===== config.mk =====
export PLATFORM = sky130hd
export DESIGN_NAME = dmacf_top
export DESIGN_NICKNAME = d
export VERILOG_FILES = /design/src/dmacf_pkg.sv /design/src/dmacf_chan_if.sv /design/src/dmacf_chan_det.sv /design/src/dmacf_top.sv
export SDC_FILE = /design/constraint.sdc
export NUM_CORES = 1
export LEC_CHECK = 0
export ABC_AREA = 1
export BUFFER_PORTS_ARGS = -buffer_cell sky130_fd_sc_hd__clkbuf_2
export CORE_ASPECT_RATIO = 0.9
export CORE_MARGIN = 1.5
export CORE_UTILIZATION = 40
export DETAILED_ROUTE_END_ITERATION = 6
export GPL_TIMING_DRIVEN = 0
export PLACE_DENSITY = 0.64
export SYNTH_ARGS = -nofsm -noshare
export SYNTH_HDL_FRONTEND = slang
export SYNTH_HIERARCHICAL = 1
export SYNTH_SLANG_ARGS = --single-unit
export TNS_END_PERCENT = 100

===== constraint.sdc =====
create_clock -name clk -period 1.7 [get_ports clk]
set_input_delay 0.085 -clock clk [delete_from_list [all_inputs] [get_ports clk]]
set_output_delay 0.085 -clock clk [all_outputs]
set_load 0.01 [all_outputs]

===== src/dmacf_pkg.sv =====
// Purpose : constants shared by the dma channel enable and flag block
// Assumes : one system clock, registers reached over the 8-bit sfr port
// Notes   : sfr addresses below are the byte addresses on that port
//
// Notes on behaviour
// - seven enable bits, reset to zero
// - seven full-length flags, reset zero, bit-addressable
// - full flag sets at offset equals size-1
// - full interrupt enable comes from channel config
// - seven mid-point flags, bit 7 read-only
// - mid flag at size/2, or size/2+1 if odd
// - set flag holds off the channel's transfers
// - only enabled channels may transfer
`default_nettype none

package dmacf_pkg;

    // ------------------------------------------------------------------
    // geometry
    // ------------------------------------------------------------------
    localparam int N_CHAN = 7;
    localparam int OFS_W  = 10;
    localparam int DATA_W = 8;

    // ------------------------------------------------------------------
    // sfr addresses and fields
    // ------------------------------------------------------------------
    localparam logic [7:0] ADDR_CHAN_ENABLE = 8'h92;
    localparam logic [7:0] ADDR_FULL_FLAGS  = 8'hE8;
    localparam logic [7:0] ADDR_HALF_FLAGS  = 8'h88;
    localparam int         RSVD_BIT         = 7;
    localparam logic [6:0] RST_CHAN_BITS    = 7'h00;
    localparam logic [7:0] RST_RDATA        = 8'h00;

endpackage : dmacf_pkg

`default_nettype wire


===== src/dmacf_chan_if.sv =====
// Purpose : per-channel progress and event signals between top and detector
// Assumes : all signals belong to the system clock domain
// Notes   : one instance per channel
`default_nettype none

interface dmacf_chan_if;
    logic                            byte_done;
    logic [dmacf_pkg::OFS_W-1:0]     offset;
    logic [dmacf_pkg::OFS_W-1:0]     size;
    logic                            full_evt;
    logic                            mid_evt;

    modport top (
        output byte_done,
        output offset,
        output size,
        input  full_evt,
        input  mid_evt
    );

    modport det (
        input  byte_done,
        input  offset,
        input  size,
        output full_evt,
        output mid_evt
    );
endinterface : dmacf_chan_if

`default_nettype wire


===== src/dmacf_chan_det.sv =====
// Purpose : compare one channel's offset with its size on each byte moved
// Assumes : offset is the value of the byte just transferred
// Notes   : purely combinational; the flags are held in the top module
`default_nettype none

module dmacf_chan_det (
    dmacf_chan_if.det ch
);
    logic [dmacf_pkg::OFS_W-1:0] last_ofs;
    logic [dmacf_pkg::OFS_W-1:0] mid_ofs;

    always_comb begin
        last_ofs = dmacf_pkg::OFS_W'(ch.size - 10'h001);
        // odd sizes round the half point up by one
        if (ch.size[0]) begin
            mid_ofs = dmacf_pkg::OFS_W'((ch.size >> 1) + 10'h001);
        end else begin
            mid_ofs = dmacf_pkg::OFS_W'(ch.size >> 1);
        end
        ch.full_evt = ch.byte_done && (ch.offset == last_ofs);
        ch.mid_evt  = ch.byte_done && (ch.offset == mid_ofs);
    end
endmodule : dmacf_chan_det

`default_nettype wire


===== src/dmacf_top.sv =====
// Purpose : channel enable register and full/mid-point flag registers
// Assumes : sfr strobes are one-cycle pulses synchronous to clk
// Notes   : read data is registered and appears one cycle after sfr_rd
`default_nettype none

module dmacf_top (
    // clock and reset
    input  wire logic                      clk,
    input  wire logic                      rst_n,
    // sfr byte access
    input  wire logic [7:0]                sfr_addr,
    input  wire logic                      sfr_wr,
    input  wire logic                      sfr_rd,
    input  wire logic [7:0]                sfr_wdata,
    output logic      [7:0]                sfr_rdata,
    // sfr bit access (bit-addressable flag registers)
    input  wire logic                      sfr_bit_wr,
    input  wire logic [7:0]                sfr_bit_addr,
    input  wire logic                      sfr_bit_val,
    // transfer pipeline progress, per channel
    input  wire logic [6:0]                byte_done,
    input  wire logic [6:0][9:0]           address_offset,
    input  wire logic [6:0][9:0]           transfer_size,
    // interrupt enables from each channel_config
    input  wire logic [6:0]                full_ie,
    input  wire logic [6:0]                mid_ie,
    // to the channel arbiter and cpu
    output logic      [6:0]                chan_allow,
    output logic      [6:0]                chan_enable_bit,
    output logic                           dma_irq
);

    // ------------------------------------------------------------------
    // state
    // ------------------------------------------------------------------
    logic [6:0] enable_r;
    logic [6:0] enable_nxt;
    logic [6:0] full_r;
    logic [6:0] full_nxt;
    logic [6:0] mid_r;
    logic [6:0] mid_nxt;
    logic [7:0] rdata_r;
    logic [7:0] rdata_nxt;

    logic [6:0] full_evt;
    logic [6:0] mid_evt;
    logic [6:0] done_gated;
    logic [6:0] irq_src;

    // ------------------------------------------------------------------
    // decode results
    // ------------------------------------------------------------------
    logic       wr_en_reg;
    logic       wr_full;
    logic       wr_mid;
    logic       bwr_full;
    logic       bwr_mid;
    logic [2:0] bit_idx;
    logic [6:0] full_bsel;
    logic [6:0] mid_bsel;
    logic [6:0] bit_fill;

    // ------------------------------------------------------------------
    // per-channel detectors
    // ------------------------------------------------------------------
    // a byte only counts while the channel may move data; a stray strobe
    // on a held-off channel must not raise a second flag
    assign done_gated = byte_done & chan_allow;

    for (genvar g = 0; g < dmacf_pkg::N_CHAN; g++) begin : g_chan
        dmacf_chan_if cif ();

        assign cif.byte_done = done_gated[g];
        assign cif.offset    = address_offset[g];
        assign cif.size      = transfer_size[g];
        assign full_evt[g]   = cif.full_evt;
        assign mid_evt[g]    = cif.mid_evt;

        // a bit write lands on one channel; the reserved bit matches none
        assign full_bsel[g]  = bwr_full && (bit_idx == 3'(g));
        assign mid_bsel[g]   = bwr_mid && (bit_idx == 3'(g));

        dmacf_chan_det u_det (
            .ch (cif)
        );
    end

    // ------------------------------------------------------------------
    // address decode
    // ------------------------------------------------------------------
    always_comb begin
        bit_idx   = sfr_bit_addr[2:0];
        wr_en_reg = sfr_wr && (sfr_addr == dmacf_pkg::ADDR_CHAN_ENABLE);
        wr_full   = sfr_wr && (sfr_addr == dmacf_pkg::ADDR_FULL_FLAGS);
        wr_mid    = sfr_wr && (sfr_addr == dmacf_pkg::ADDR_HALF_FLAGS);
        // bit address: upper five bits pick the register, low three the bit;
        // the reserved bit is not stored, so a bit write to it is dropped
        bwr_full  = sfr_bit_wr
                    && (sfr_bit_addr[7:3] == dmacf_pkg::ADDR_FULL_FLAGS[7:3])
                    && (bit_idx != 3'(dmacf_pkg::RSVD_BIT));
        bwr_mid   = sfr_bit_wr
                    && (sfr_bit_addr[7:3] == dmacf_pkg::ADDR_HALF_FLAGS[7:3])
                    && (bit_idx != 3'(dmacf_pkg::RSVD_BIT));
        // the written value is spread over all channels, the select masks it
        bit_fill  = {7{sfr_bit_val}};
    end

    // ------------------------------------------------------------------
    // enable register
    // ------------------------------------------------------------------
    always_comb begin
        enable_nxt = enable_r;
        if (wr_en_reg) begin
            // bit 7 is not stored, so a stray 1 there has no effect
            enable_nxt = sfr_wdata[6:0];
        end
    end

    always_ff @(posedge clk or negedge rst_n) begin
        if (!rst_n) begin
            enable_r <= dmacf_pkg::RST_CHAN_BITS;
        end else begin
            enable_r <= enable_nxt;
        end
    end

    // ------------------------------------------------------------------
    // full-length flags
    // ------------------------------------------------------------------
    // flags change by software writes and are set by hardware events; hardware never clears
    always_comb begin
        full_nxt = full_r;
        if (wr_full) begin
            full_nxt = sfr_wdata[6:0];
        end else if (bwr_full) begin
            full_nxt = (full_r & ~full_bsel)
                     | (bit_fill & full_bsel);
        end
        // an event in the cycle of a clear still sets the flag
        full_nxt = full_nxt | full_evt;
    end

    always_ff @(posedge clk or negedge rst_n) begin
        if (!rst_n) begin
            full_r <= dmacf_pkg::RST_CHAN_BITS;
        end else begin
            full_r <= full_nxt;
        end
    end

    // ------------------------------------------------------------------
    // mid-point flags
    // ------------------------------------------------------------------
    // a set mid flag holds the channel off just as a full flag does
    always_comb begin
        mid_nxt = mid_r;
        if (wr_mid) begin
            mid_nxt = sfr_wdata[6:0];
        end else if (bwr_mid) begin
            mid_nxt = (mid_r & ~mid_bsel)
                    | (bit_fill & mid_bsel);
        end
        // same priority as the full flags: the set wins over a clear
        mid_nxt = mid_nxt | mid_evt;
    end

    always_ff @(posedge clk or negedge rst_n) begin
        if (!rst_n) begin
            mid_r <= dmacf_pkg::RST_CHAN_BITS;
        end else begin
            mid_r <= mid_nxt;
        end
    end

    // ------------------------------------------------------------------
    // read path
    // ------------------------------------------------------------------
    always_comb begin
        rdata_nxt = rdata_r;
        if (sfr_rd) begin
            case (sfr_addr)
                dmacf_pkg::ADDR_CHAN_ENABLE: begin
                    rdata_nxt = {1'b0, enable_r};
                end
                dmacf_pkg::ADDR_FULL_FLAGS: begin
                    rdata_nxt = {1'b0, full_r};
                end
                dmacf_pkg::ADDR_HALF_FLAGS: begin
                    rdata_nxt = {1'b0, mid_r};
                end
                default: begin
                    rdata_nxt = dmacf_pkg::RST_RDATA;
                end
            endcase
        end
    end

    // ------------------------------------------------------------------
    // read data register
    // ------------------------------------------------------------------
    // holding the last value keeps the byte stable for a slow reader
    always_ff @(posedge clk or negedge rst_n) begin
        if (!rst_n) begin
            rdata_r <= dmacf_pkg::RST_RDATA;
        end else begin
            rdata_r <= rdata_nxt;
        end
    end

    // ------------------------------------------------------------------
    // outputs
    // ------------------------------------------------------------------
    // transfers stop while any flag of the channel waits for software
    assign chan_allow      = enable_r & ~full_r & ~mid_r;
    assign chan_enable_bit = enable_r;
    assign sfr_rdata       = rdata_r;

    // full enable is taken as delivered by the selected channel_config
    assign irq_src = (full_r & full_ie) | (mid_r & mid_ie);
    assign dma_irq = |irq_src;

endmodule : dmacf_top

`default_nettype wire


==> summary.txt, run 1 <==
Die X = 154 um
critical path capture point type = flop
Clk network pwr share = 18.5%
number of global-route vias before repair = 8909
remaining antenna violation count = 0
later-pin clock latency in the skew report = 0.26 ns
crit path buf inv count = 1
first-pass GRT wire length = 41200 um
Worst-Margin Slew = 0.708 ns
XOR/XNOR share of the synthesized area = 4.46%
Area Growth Syn to Fin = 17.9%
WL final = 25700 um
worst setup path class = flop to flop
Final min period = 1.63 ns
Clock Sinks = 28
Synth Cell Area = 0.00826 mm2
register bit total from synthesis = 28
main combinational cell family by area after synthesis = simple AND/OR/NAND/NOR gates
ANT cells = 0
Post-synth EDFFs = 0
Max Fclk = 0.615 GHz
Vias = 10300
ys async rst share = 100%
Placeable Area = 0.0201 mm2
drt pass-1 iters = 5
final max-slew violation count = 0
M1 WL = 12300 um
Final setup viols = 0
Top delay family on crit path = simple AND/OR/NAND/NOR gates
sw power = 1430 uW
Layout Nets = 2115
H-tree depth = 1
post-synthesis simple-gate area fraction = 65.0%
combinational group share of total power = 56.9%
RSZ-0062 raised after global routing = yes
layout cells sized above 1 = 17.7%
placed insts = 2146
Mean Syn Cell Area = 4.85 um2
Synth top area share = 35.2%
die height = 139 um
mux cell area share after synthesis = 0%
clk buf depth = 2
Final Skew = 0.00243 ns
syn nets = 1914
Sw Share = 44.7%
slowest CP cell = dfrtp_1
worst-path fanout max = 3
post-layout util = 48.4%
vias per cell = 4.77
CP peak stage delay = 0.40 ns
number of I/O port buffers = 189
sequential fraction of the synthesis area = 8.49%
sequential share of power = 24.6%
Primary FF master, synth = dfrtp_1
final worst path period share = 95.7%
CTS Buf Count = 3
RePlAce Congestion = 0.931
ranking of synthesized cells by area = nand2_1, inv_1, nand3_1
Syn Inst Count = 1702
leakage = 0.00599 uW
Row Count = 49
setup ws final = 0.0730 ns
routed len/inst = 11.9 um
Synth Area in Compound Gates = 2.97%
outcome = complete, no violations
global route total overflow = 0
CP cell instances = inv_1 -> nand2_1 -> nor3b_2 -> nand3_1 -> nor2_1 -> nand2_1 -> nor2_1 -> nand2_1 -> nor2_1 -> a21oi_1 -> nand2_1
DIE AREA = 0.0215 mm2
Max Used Layer = met5
Req. time, crit path = 1.90 ns
slew margin rel. = 52.8%
worst hold path class = primary input to flop
max_cap viols = 0
Tot GR Track Use = 22.9%
worst slack at placement = -0.0150 ns
Worst path most repeated cell = nand2_1
Post-Synth Adder-Cell Area = 3.18%
Ports = 214
crit start category = flop
internal power = 1770 uW
Met3 Wirelength = 1430 um
Distinct cells, synth = 28
Root Driver = clkbuf_16
Total Power = 3210 uW
Final Hold Vio Count = 0
initial antenna violation count = 1
count leader, synth = nand2_1
First DRT Iteration DRCs = 526
commonest cells in the netlist = nand2_1, inv_1, nor2_1
largest net degree at the start of global routing = 29
worst vdd ir = 313 uV
Starting Density = 41.1%
met2 WL post-DR = 11400 um
clock slew at reported path FFs = 0.07 ns
DP HPWL = 22100 um
Yosys Warn Count = 6
Pwr per Cell Area = 329 mW/mm2
Non-Filler Instances = 2157
TritonCTS clock tree = built
leading area contributor after synthesis = nand2_1
Critical Path AT = 1.83 ns
# DRC = 0
## what timing repair did
action / in CTS / in global routing
setup endpoints to repair: 4 / 13
resized for setup: 4 / 21
pin swaps: 0 / 14
hold endpoints to repair: 28 / 0
setup buffers: 0 / 6
hold buffers: 1 / 0
## path summary, 6_finish.rpt
path,start,to,slack (ns),depth (start not counted)
setup / recovery,full_r[0]$_DFF_PN0_,full_r[0]$_DFF_PN0_,0.07,11
hold / removal,sfr_wdata[5],full_r[5]$_DFF_PN0_,0.06,3
setup reg to reg,full_r[0]$_DFF_PN0_,full_r[0]$_DFF_PN0_,0.07,11
hold reg to reg,sfr_rdata[3]$_DFFE_PN0P_,sfr_rdata[3]$_DFFE_PN0P_,0.49,2
max in group asynchronous,rst_n,full_r[6]$_DFF_PN0_,0.83,2
min in group asynchronous,rst_n,sfr_rdata[6]$_DFFE_PN0P_,0.42,2
## cells in the final DEF (no fill, tap or decap), drive strengths merged
master and count:
a21oi 14, a22o 1, buf 35, clkbuf 194, clkinv 7, conb 1, dfrtp 28, dlygate4sd3 1
ha 21, inv 271, nand2 796, nand3 179, nand3b 14, nand4 17, nor2 246, nor3b 7
o21ai 28, xnor2 28, xor2 14
## worst min-delay path, stage by stage
cell	delay, ns
clkbuf_2	0.09
a21oi_1	0.06
nand2_1	0.06
## sequential cells by signal, summed over array words and instances (netlist names)
register         cells
sfr_rdata            7
full_r               7
chan_enable_bit      7
mid_r                7
## final cells by class
class                           count  area [um2]
Fill cell                        2264       10400
Multi-Input combinational cell   1366        6310
Inverter                          278        1050
Timing Repair Buffer              196        1000
Sequential cell                    28         701
Tap cell                          255         319
Buffer                             30         260
Clock buffer                        4        88.8
## metrics by stage
step           area [um2]  TNS, ns  hold WS (ns)
3_5_place_dp         9520  -0.0288         0.171
6_report             9740        0        0.0555
3_3_place_gp         9520        0         0.162
5_1_grt              9740   -0.148        0.0675
2_1_floorplan        8260        0        -0.211
4_1_cts              9640        0        0.0572
## metal layers
metal	vias up	GRT usage, %
li1	5525	-
met1	4433	32.3
met2	301	38.1
met3	34	1.65
met4	2	4.91
met5	-	0
## power groups by stage
stage | Sequential, uW | Combinational [uW] | Clock [uW]
6_report | 788 | 1830 | 594
5_1_grt | 795 | 2080 | 620
4_1_cts | 787 | 1780 | 609
3_5_place_dp | 798 | 1770 | 0
3_3_place_gp | 798 | 1740 | 0
2_1_floorplan | 770 | 1190 | 0
## cells by family after synthesis
family	count (synthesis)
AO/OA/AOI/OAI	43
XOR/XNOR	42
adder cells (fa/ha/maj)	21
buffers and inverters	308
flip-flops	28
other	1
AND/OR/NAND/NOR	1259
Note: power is estimated with default switching activity, not from simulation.
==> run 2, diff against run 1 <==
--- a/config.mk
+++ b/config.mk
@@ -9,10 +9,10 @@
 export BUFFER_PORTS_ARGS = -buffer_cell sky130_fd_sc_hd__clkbuf_2
 export CORE_ASPECT_RATIO = 0.9
 export CORE_MARGIN = 1.5
-export CORE_UTILIZATION = 40
+export CORE_UTILIZATION = 33
 export DETAILED_ROUTE_END_ITERATION = 6
 export GPL_TIMING_DRIVEN = 0
-export PLACE_DENSITY = 0.64
+export PLACE_DENSITY = 0.55
 export SYNTH_ARGS = -nofsm -noshare
 export SYNTH_HDL_FRONTEND = slang
 export SYNTH_HIERARCHICAL = 1
==> summary.txt, run 2 (synthesis results as in run 1) <==
initial antenna violation count = 5
Pwr per Cell Area = 338 mW/mm2
first-pass GRT wire length = 43100 um
CP peak stage delay = 0.40 ns
Final min period = 1.58 ns
Max Fclk = 0.633 GHz
drt pass-1 iters = 5
H-tree depth = 1
Final Hold Vio Count = 0
worst setup path class = flop to flop
TritonCTS clock tree = built
number of I/O port buffers = 189
most common cell after layout, fill and taps aside = nand2_1
RePlAce Congestion = 0.879
Die X = 170 um
Placeable Area = 0.0244 mm2
Final Skew = 0.00616 ns
clk buf depth = 2
die height = 153 um
internal power = 1890 uW
Req. time, crit path = 1.91 ns
CTS Buf Count = 3
worst slack at placement = -0.107 ns
Worst path most repeated cell = nand2_1
WL final = 26600 um
later-pin clock latency in the skew report = 0.27 ns
most frequent cells in the layout = nand2_1, inv_1, nor2_1
leakage = 0.00602 uW
Non-Filler Instances = 2240
Critical Path AT = 1.79 ns
largest net degree at the start of global routing = 29
slowest CP cell = dfrtp_1
DIE AREA = 0.0260 mm2
final worst path period share = 92.9%
Starting Density = 33.9%
Ports = 214
number of global-route vias before repair = 8954
WHS = 0.0494 ns
worst-path fanout max = 3
worst vdd ir = 329 uV
DP HPWL = 22900 um
outcome = complete, no violations
Vias = 10100
Clock Sinks = 28
Setup TNS Final = 0 ns
vias per cell = 4.51
Layout Nets = 2116
post-layout util = 40.6%
setup ws final = 0.121 ns
crit start category = flop
routed len/inst = 11.9 um
slew margin rel. = 49.9%
Tot GR Track Use = 20.2%
CP cell instances = inv_2 -> nand2_4 -> nor3b_4 -> nand3_2 -> nor2_2 -> nand2_1 -> nor2_1 -> nand2_1 -> nor2_2 -> a21oi_1 -> nand2_1
combinational group share of total power = 54.8%
sw power = 1460 uW
RSZ-0062 raised after global routing = yes
Area Growth Syn to Fin = 20.0%
critical path capture point type = flop
global route total overflow = 0
Clk network pwr share = 21.6%
Sw Share = 43.6%
layout cells sized above 1 = 18.3%
Root Driver = clkbuf_16
Row Count = 54
# DRC = 0
clock slew at reported path FFs = 0.08 ns
Final setup viols = 0
final max-slew violation count = 0
Worst-Margin Slew = 0.752 ns
worst hold path class = primary input to flop
max_cap viols = 0
remaining antenna violation count = 0
placed insts = 2227
First DRT Iteration DRCs = 574
sequential share of power = 23.6%
run 2: changes by cell type in the layout (fill, tap and decap cells not counted), moves of 2 or more:
cell     change
nor2_1       -3
nor2_4       +2
dfrtp_1      -2
nand2_1      -4
dfrtp_2      +2
nand2_2      +3
run 2: final timing paths:
kind | from | to | slack [ns] | cells after the start
setup / recovery | full_r[4]$_DFF_PN0_ | full_r[4]$_DFF_PN0_ | 0.12 | 11
hold / removal | sfr_wdata[1] | full_r[1]$_DFF_PN0_ | 0.05 | 3
setup reg to reg | full_r[4]$_DFF_PN0_ | full_r[4]$_DFF_PN0_ | 0.12 | 11
hold reg to reg | sfr_rdata[1]$_DFFE_PN0P_ | sfr_rdata[1]$_DFFE_PN0P_ | 0.48 | 2
max in group asynchronous | rst_n | chan_enable_bit[2]$_DFFE_PN0P_ | 0.74 | 2
min in group asynchronous | rst_n | sfr_rdata[3]$_DFFE_PN0P_ | 0.43 | 2
run 2: routing by layer:
layer | GRT usage (%) | vias up | wire length (um)
li1 | - | 5533 | -
met1 | 29.8 | 4301 | 13400
met2 | 32.0 | 250 | 11300
met3 | 1.97 | 23 | 1580
met4 | 3.16 | 4 | 339
met5 | 0 | - | 27
run 2: final cells by class:
type                            count  area, um2
Clock inverter                      1       30.0
Tap cell                          336        420
Antenna cell                        1       2.50
Sequential cell                    28        703
Multi-Input combinational cell   1366       6360
Clock buffer                        3       75.1
Fill cell                        2795      14500
Buffer                             30        260
Timing Repair Buffer              197       1010
Inverter                          278       1050
run 2: repair_timing:
| item | CTS | global route |
|---|---|---|
| pin swaps | 0 | 27 |
| setup buffers | 0 | 7 |
| gates resized for setup | 8 | 32 |
| hold buffers | 1 | 0 |
| setup endpoints to repair | 7 | 14 |
| hold endpoints to repair | 28 | 0 |
run 2: metrics by stage:
stage,power [uW],area (um2)
2_1_floorplan,1960,8260
3_3_place_gp,2550,9620
3_5_place_dp,2570,9620
4_1_cts,3310,9770
5_1_grt,3670,9910
6_report,3350,9910
run 2: worst max-delay path, delay by kind of cell, from the launching register on:
| family | cells | cell delay (ns) |
|---|---|---|
| simple gates | 9 | 0.97 |
| flops | 1 | 0.40 |
| buf+inv | 1 | 0.09 |
| compound gates | 1 | 0.06 |
run 2: power groups by stage:
stage	Combinational [uW]	Sequential (uW)	Clock, uW
3_3_place_gp	1760	796	0
6_report	1830	788	724
4_1_cts	1790	785	735
5_1_grt	2110	794	767
2_1_floorplan	1190	770	0
3_5_place_dp	1780	796	0
==> run 3, diff against run 2 <==
--- a/config.mk
+++ b/config.mk
@@ -12,7 +12,6 @@
 export CORE_UTILIZATION = 33
 export DETAILED_ROUTE_END_ITERATION = 6
 export GPL_TIMING_DRIVEN = 0
-export PLACE_DENSITY = 0.55
 export SYNTH_ARGS = -nofsm -noshare
 export SYNTH_HDL_FRONTEND = slang
 export SYNTH_HIERARCHICAL = 1
==> summary.txt, run 3 (synthesis results as in run 1) <==
fin area = 0.00990 mm2
Row Count = 54
crit start category = flop
first-pass GRT wire length = 42200 um
die height = 153 um
Worst-Margin Slew = 0.748 ns
RSZ-0062 raised after global routing = yes
critical path capture point type = flop
worst hold path class = primary input to flop
drt pass-1 iters = 6
post-layout util = 40.6%
Clock Sinks = 28
leakage = 0.00604 uW
combinational group share of total power = 56.9%
internal power = 1780 uW
Tot GR Track Use = 19.8%
Die X = 170 um
Sw Share = 44.8%
sw power = 1440 uW
worst r2r src = full_r[4]$_DFF_PN0_
Root Driver = clkbuf_16
area of the multi-input gates = 0.00635 mm2
Max Fclk = 0.619 GHz
number of global-route vias before repair = 8946
WHS Endpoint = full_r[2]$_DFF_PN0_
Final min period = 1.62 ns
Layout Nets = 2117
most common cell after layout, fill and taps aside = nand2_1
remaining antenna violation count = 0
H-tree depth = 1
initial antenna violation count = 2
First DRT Iteration DRCs = 593
number of I/O port buffers = 189
Worst path most repeated cell = nand2_1
Placeable Area = 0.0244 mm2
later-pin clock latency in the skew report = 0.27 ns
clk buf depth = 2
global route total overflow = 0
Vias = 10200
Final Hold Vio Count = 0
Worst Hold Depth = 3
outcome = complete, no violations
DP HPWL = 22700 um
CTS Buf Count = 3
layout cells sized above 1 = 18.2%
R2R Path End = full_r[4]$_DFF_PN0_
reg2reg setup slack = 0.08 ns
largest net degree at the start of global routing = 29
max_cap viols = 0
CP peak stage delay = 0.42 ns
WL final = 26300 um
sequential share of power = 24.6%
slew margin rel. = 50.1%
Req. time, crit path = 1.91 ns
Critical Path AT = 1.82 ns
worst-path fanout max = 3
Starting Density = 33.9%
Pwr per Cell Area = 326 mW/mm2
Cell Area, Placed = 0.00962 mm2
final max-slew violation count = 0
Worst Hold Launch = sfr_wdata[2]
Clk network pwr share = 18.5%
DIE AREA = 0.0260 mm2
FF-to-FF path depth = 11
routed len/inst = 11.7 um
CP cell instances = inv_2 -> nand2_2 -> nor3b_2 -> nand3_1 -> nor2_2 -> nand2_1 -> nor2_1 -> nand2_1 -> nor2_2 -> a21oi_1 -> nand2_1
clock slew at reported path FFs = 0.07 ns
TritonCTS clock tree = built
Final Skew = 0.00421 ns
Ports = 214
most frequent cells in the layout = nand2_1, inv_1, nor2_1
# DRC = 0
slowest CP cell = dfrtp_1
worst vdd ir = 327 uV
vias per cell = 4.55
final-layout fill cell count = 2764
Seq. cell area = 703 um2
RePlAce Congestion = 0.928
final worst path period share = 95.0%
Area Growth Syn to Fin = 19.9%
Final setup viols = 0
worst setup path class = flop to flop
==> run 3: what timing repair did <==
| action | in CTS | in global routing |
|---|---|---|
| setup endpoints to repair | 8 | 14 |
| pin swaps | 0 | 32 |
| buffers inserted | 0 | 8 |
| gates resized for setup | 7 | 31 |
| hold endpoints to repair | 28 | 0 |
| hold buffers | 1 | 0 |
==> run 3: metrics by stage <==
| stage | power [uW] | std cells | hold slack [ns] | setup WS [ns] | setup TNS, ns |
|---|---|---|---|---|---|
| after global placement | 2550 | 2227 | 0.181 | -0.190 | -0.295 |
| after global routing | 3530 | 2241 | 0.0537 | -0.0192 | -0.0426 |
| after CTS | 3180 | 2232 | 0.0519 | -0.0643 | -0.0643 |
| after detailed placement | 2570 | 2227 | 0.183 | -0.197 | -0.410 |
| after floorplan | 1960 | 1702 | -0.211 | 0.384 | 0 |
| final | 3230 | 2241 | 0.0467 | 0.0848 | 0 |
==> run 3: worst max-delay path, delay by kind of cell (launching register included) <==
kind	cells	cell delay [ns]
and+or+nand+nor	9	0.99
DFF	1	0.42
buffers and inverters	1	0.09
AOI/OAI and AO/OA	1	0.05
==> run 3: how the worst max path moves through the flow <==
stage / startpoint / slack, ns / end
6_report: full_r[4]$_DFF_PN0_ / 0.08 / full_r[4]$_DFF_PN0_
5_1_grt: full_r[6]$_DFF_PN0_ / -0.02 / mid_r[6]$_DFF_PN0_
4_1_cts: full_r[6]$_DFF_PN0_ / -0.06 / mid_r[6]$_DFF_PN0_
3_5_place_dp: full_r[6]$_DFF_PN0_ / -0.20 / mid_r[6]$_DFF_PN0_
3_3_place_gp: full_r[6]$_DFF_PN0_ / -0.19 / mid_r[6]$_DFF_PN0_
2_1_floorplan: full_r[0]$_DFF_PN0_ / 0.38 / full_r[0]$_DFF_PN0_
==> run 3: layout make-up <==
class	count	area share [%]
antenna	1	0.0253
buffer	30	2.63
clock buffer	4	0.898
inverter	278	10.6
multi-input combinational	1366	64.2
sequential	28	7.10
tap	336	4.25
timing repair buffer	198	10.3
==> run 3: power by group through the flow <==
stage	Combinational, uW	Clock (uW)	Sequential, uW
after floorplan	1190	0	770
after global placement	1750	0	798
after detailed placement	1780	0	799
after CTS	1790	604	788
after global routing	2110	628	801
final	1830	596	795
==> run 3: per-layer routing <==
layer,global-route usage [%],up-vias,routed length (um)
li1,-,5536,-
met1,27.8,4391,12800
met2,32.5,248,11600
met3,2.02,29,1420
met4,4.05,2,447
met5,0,-,13
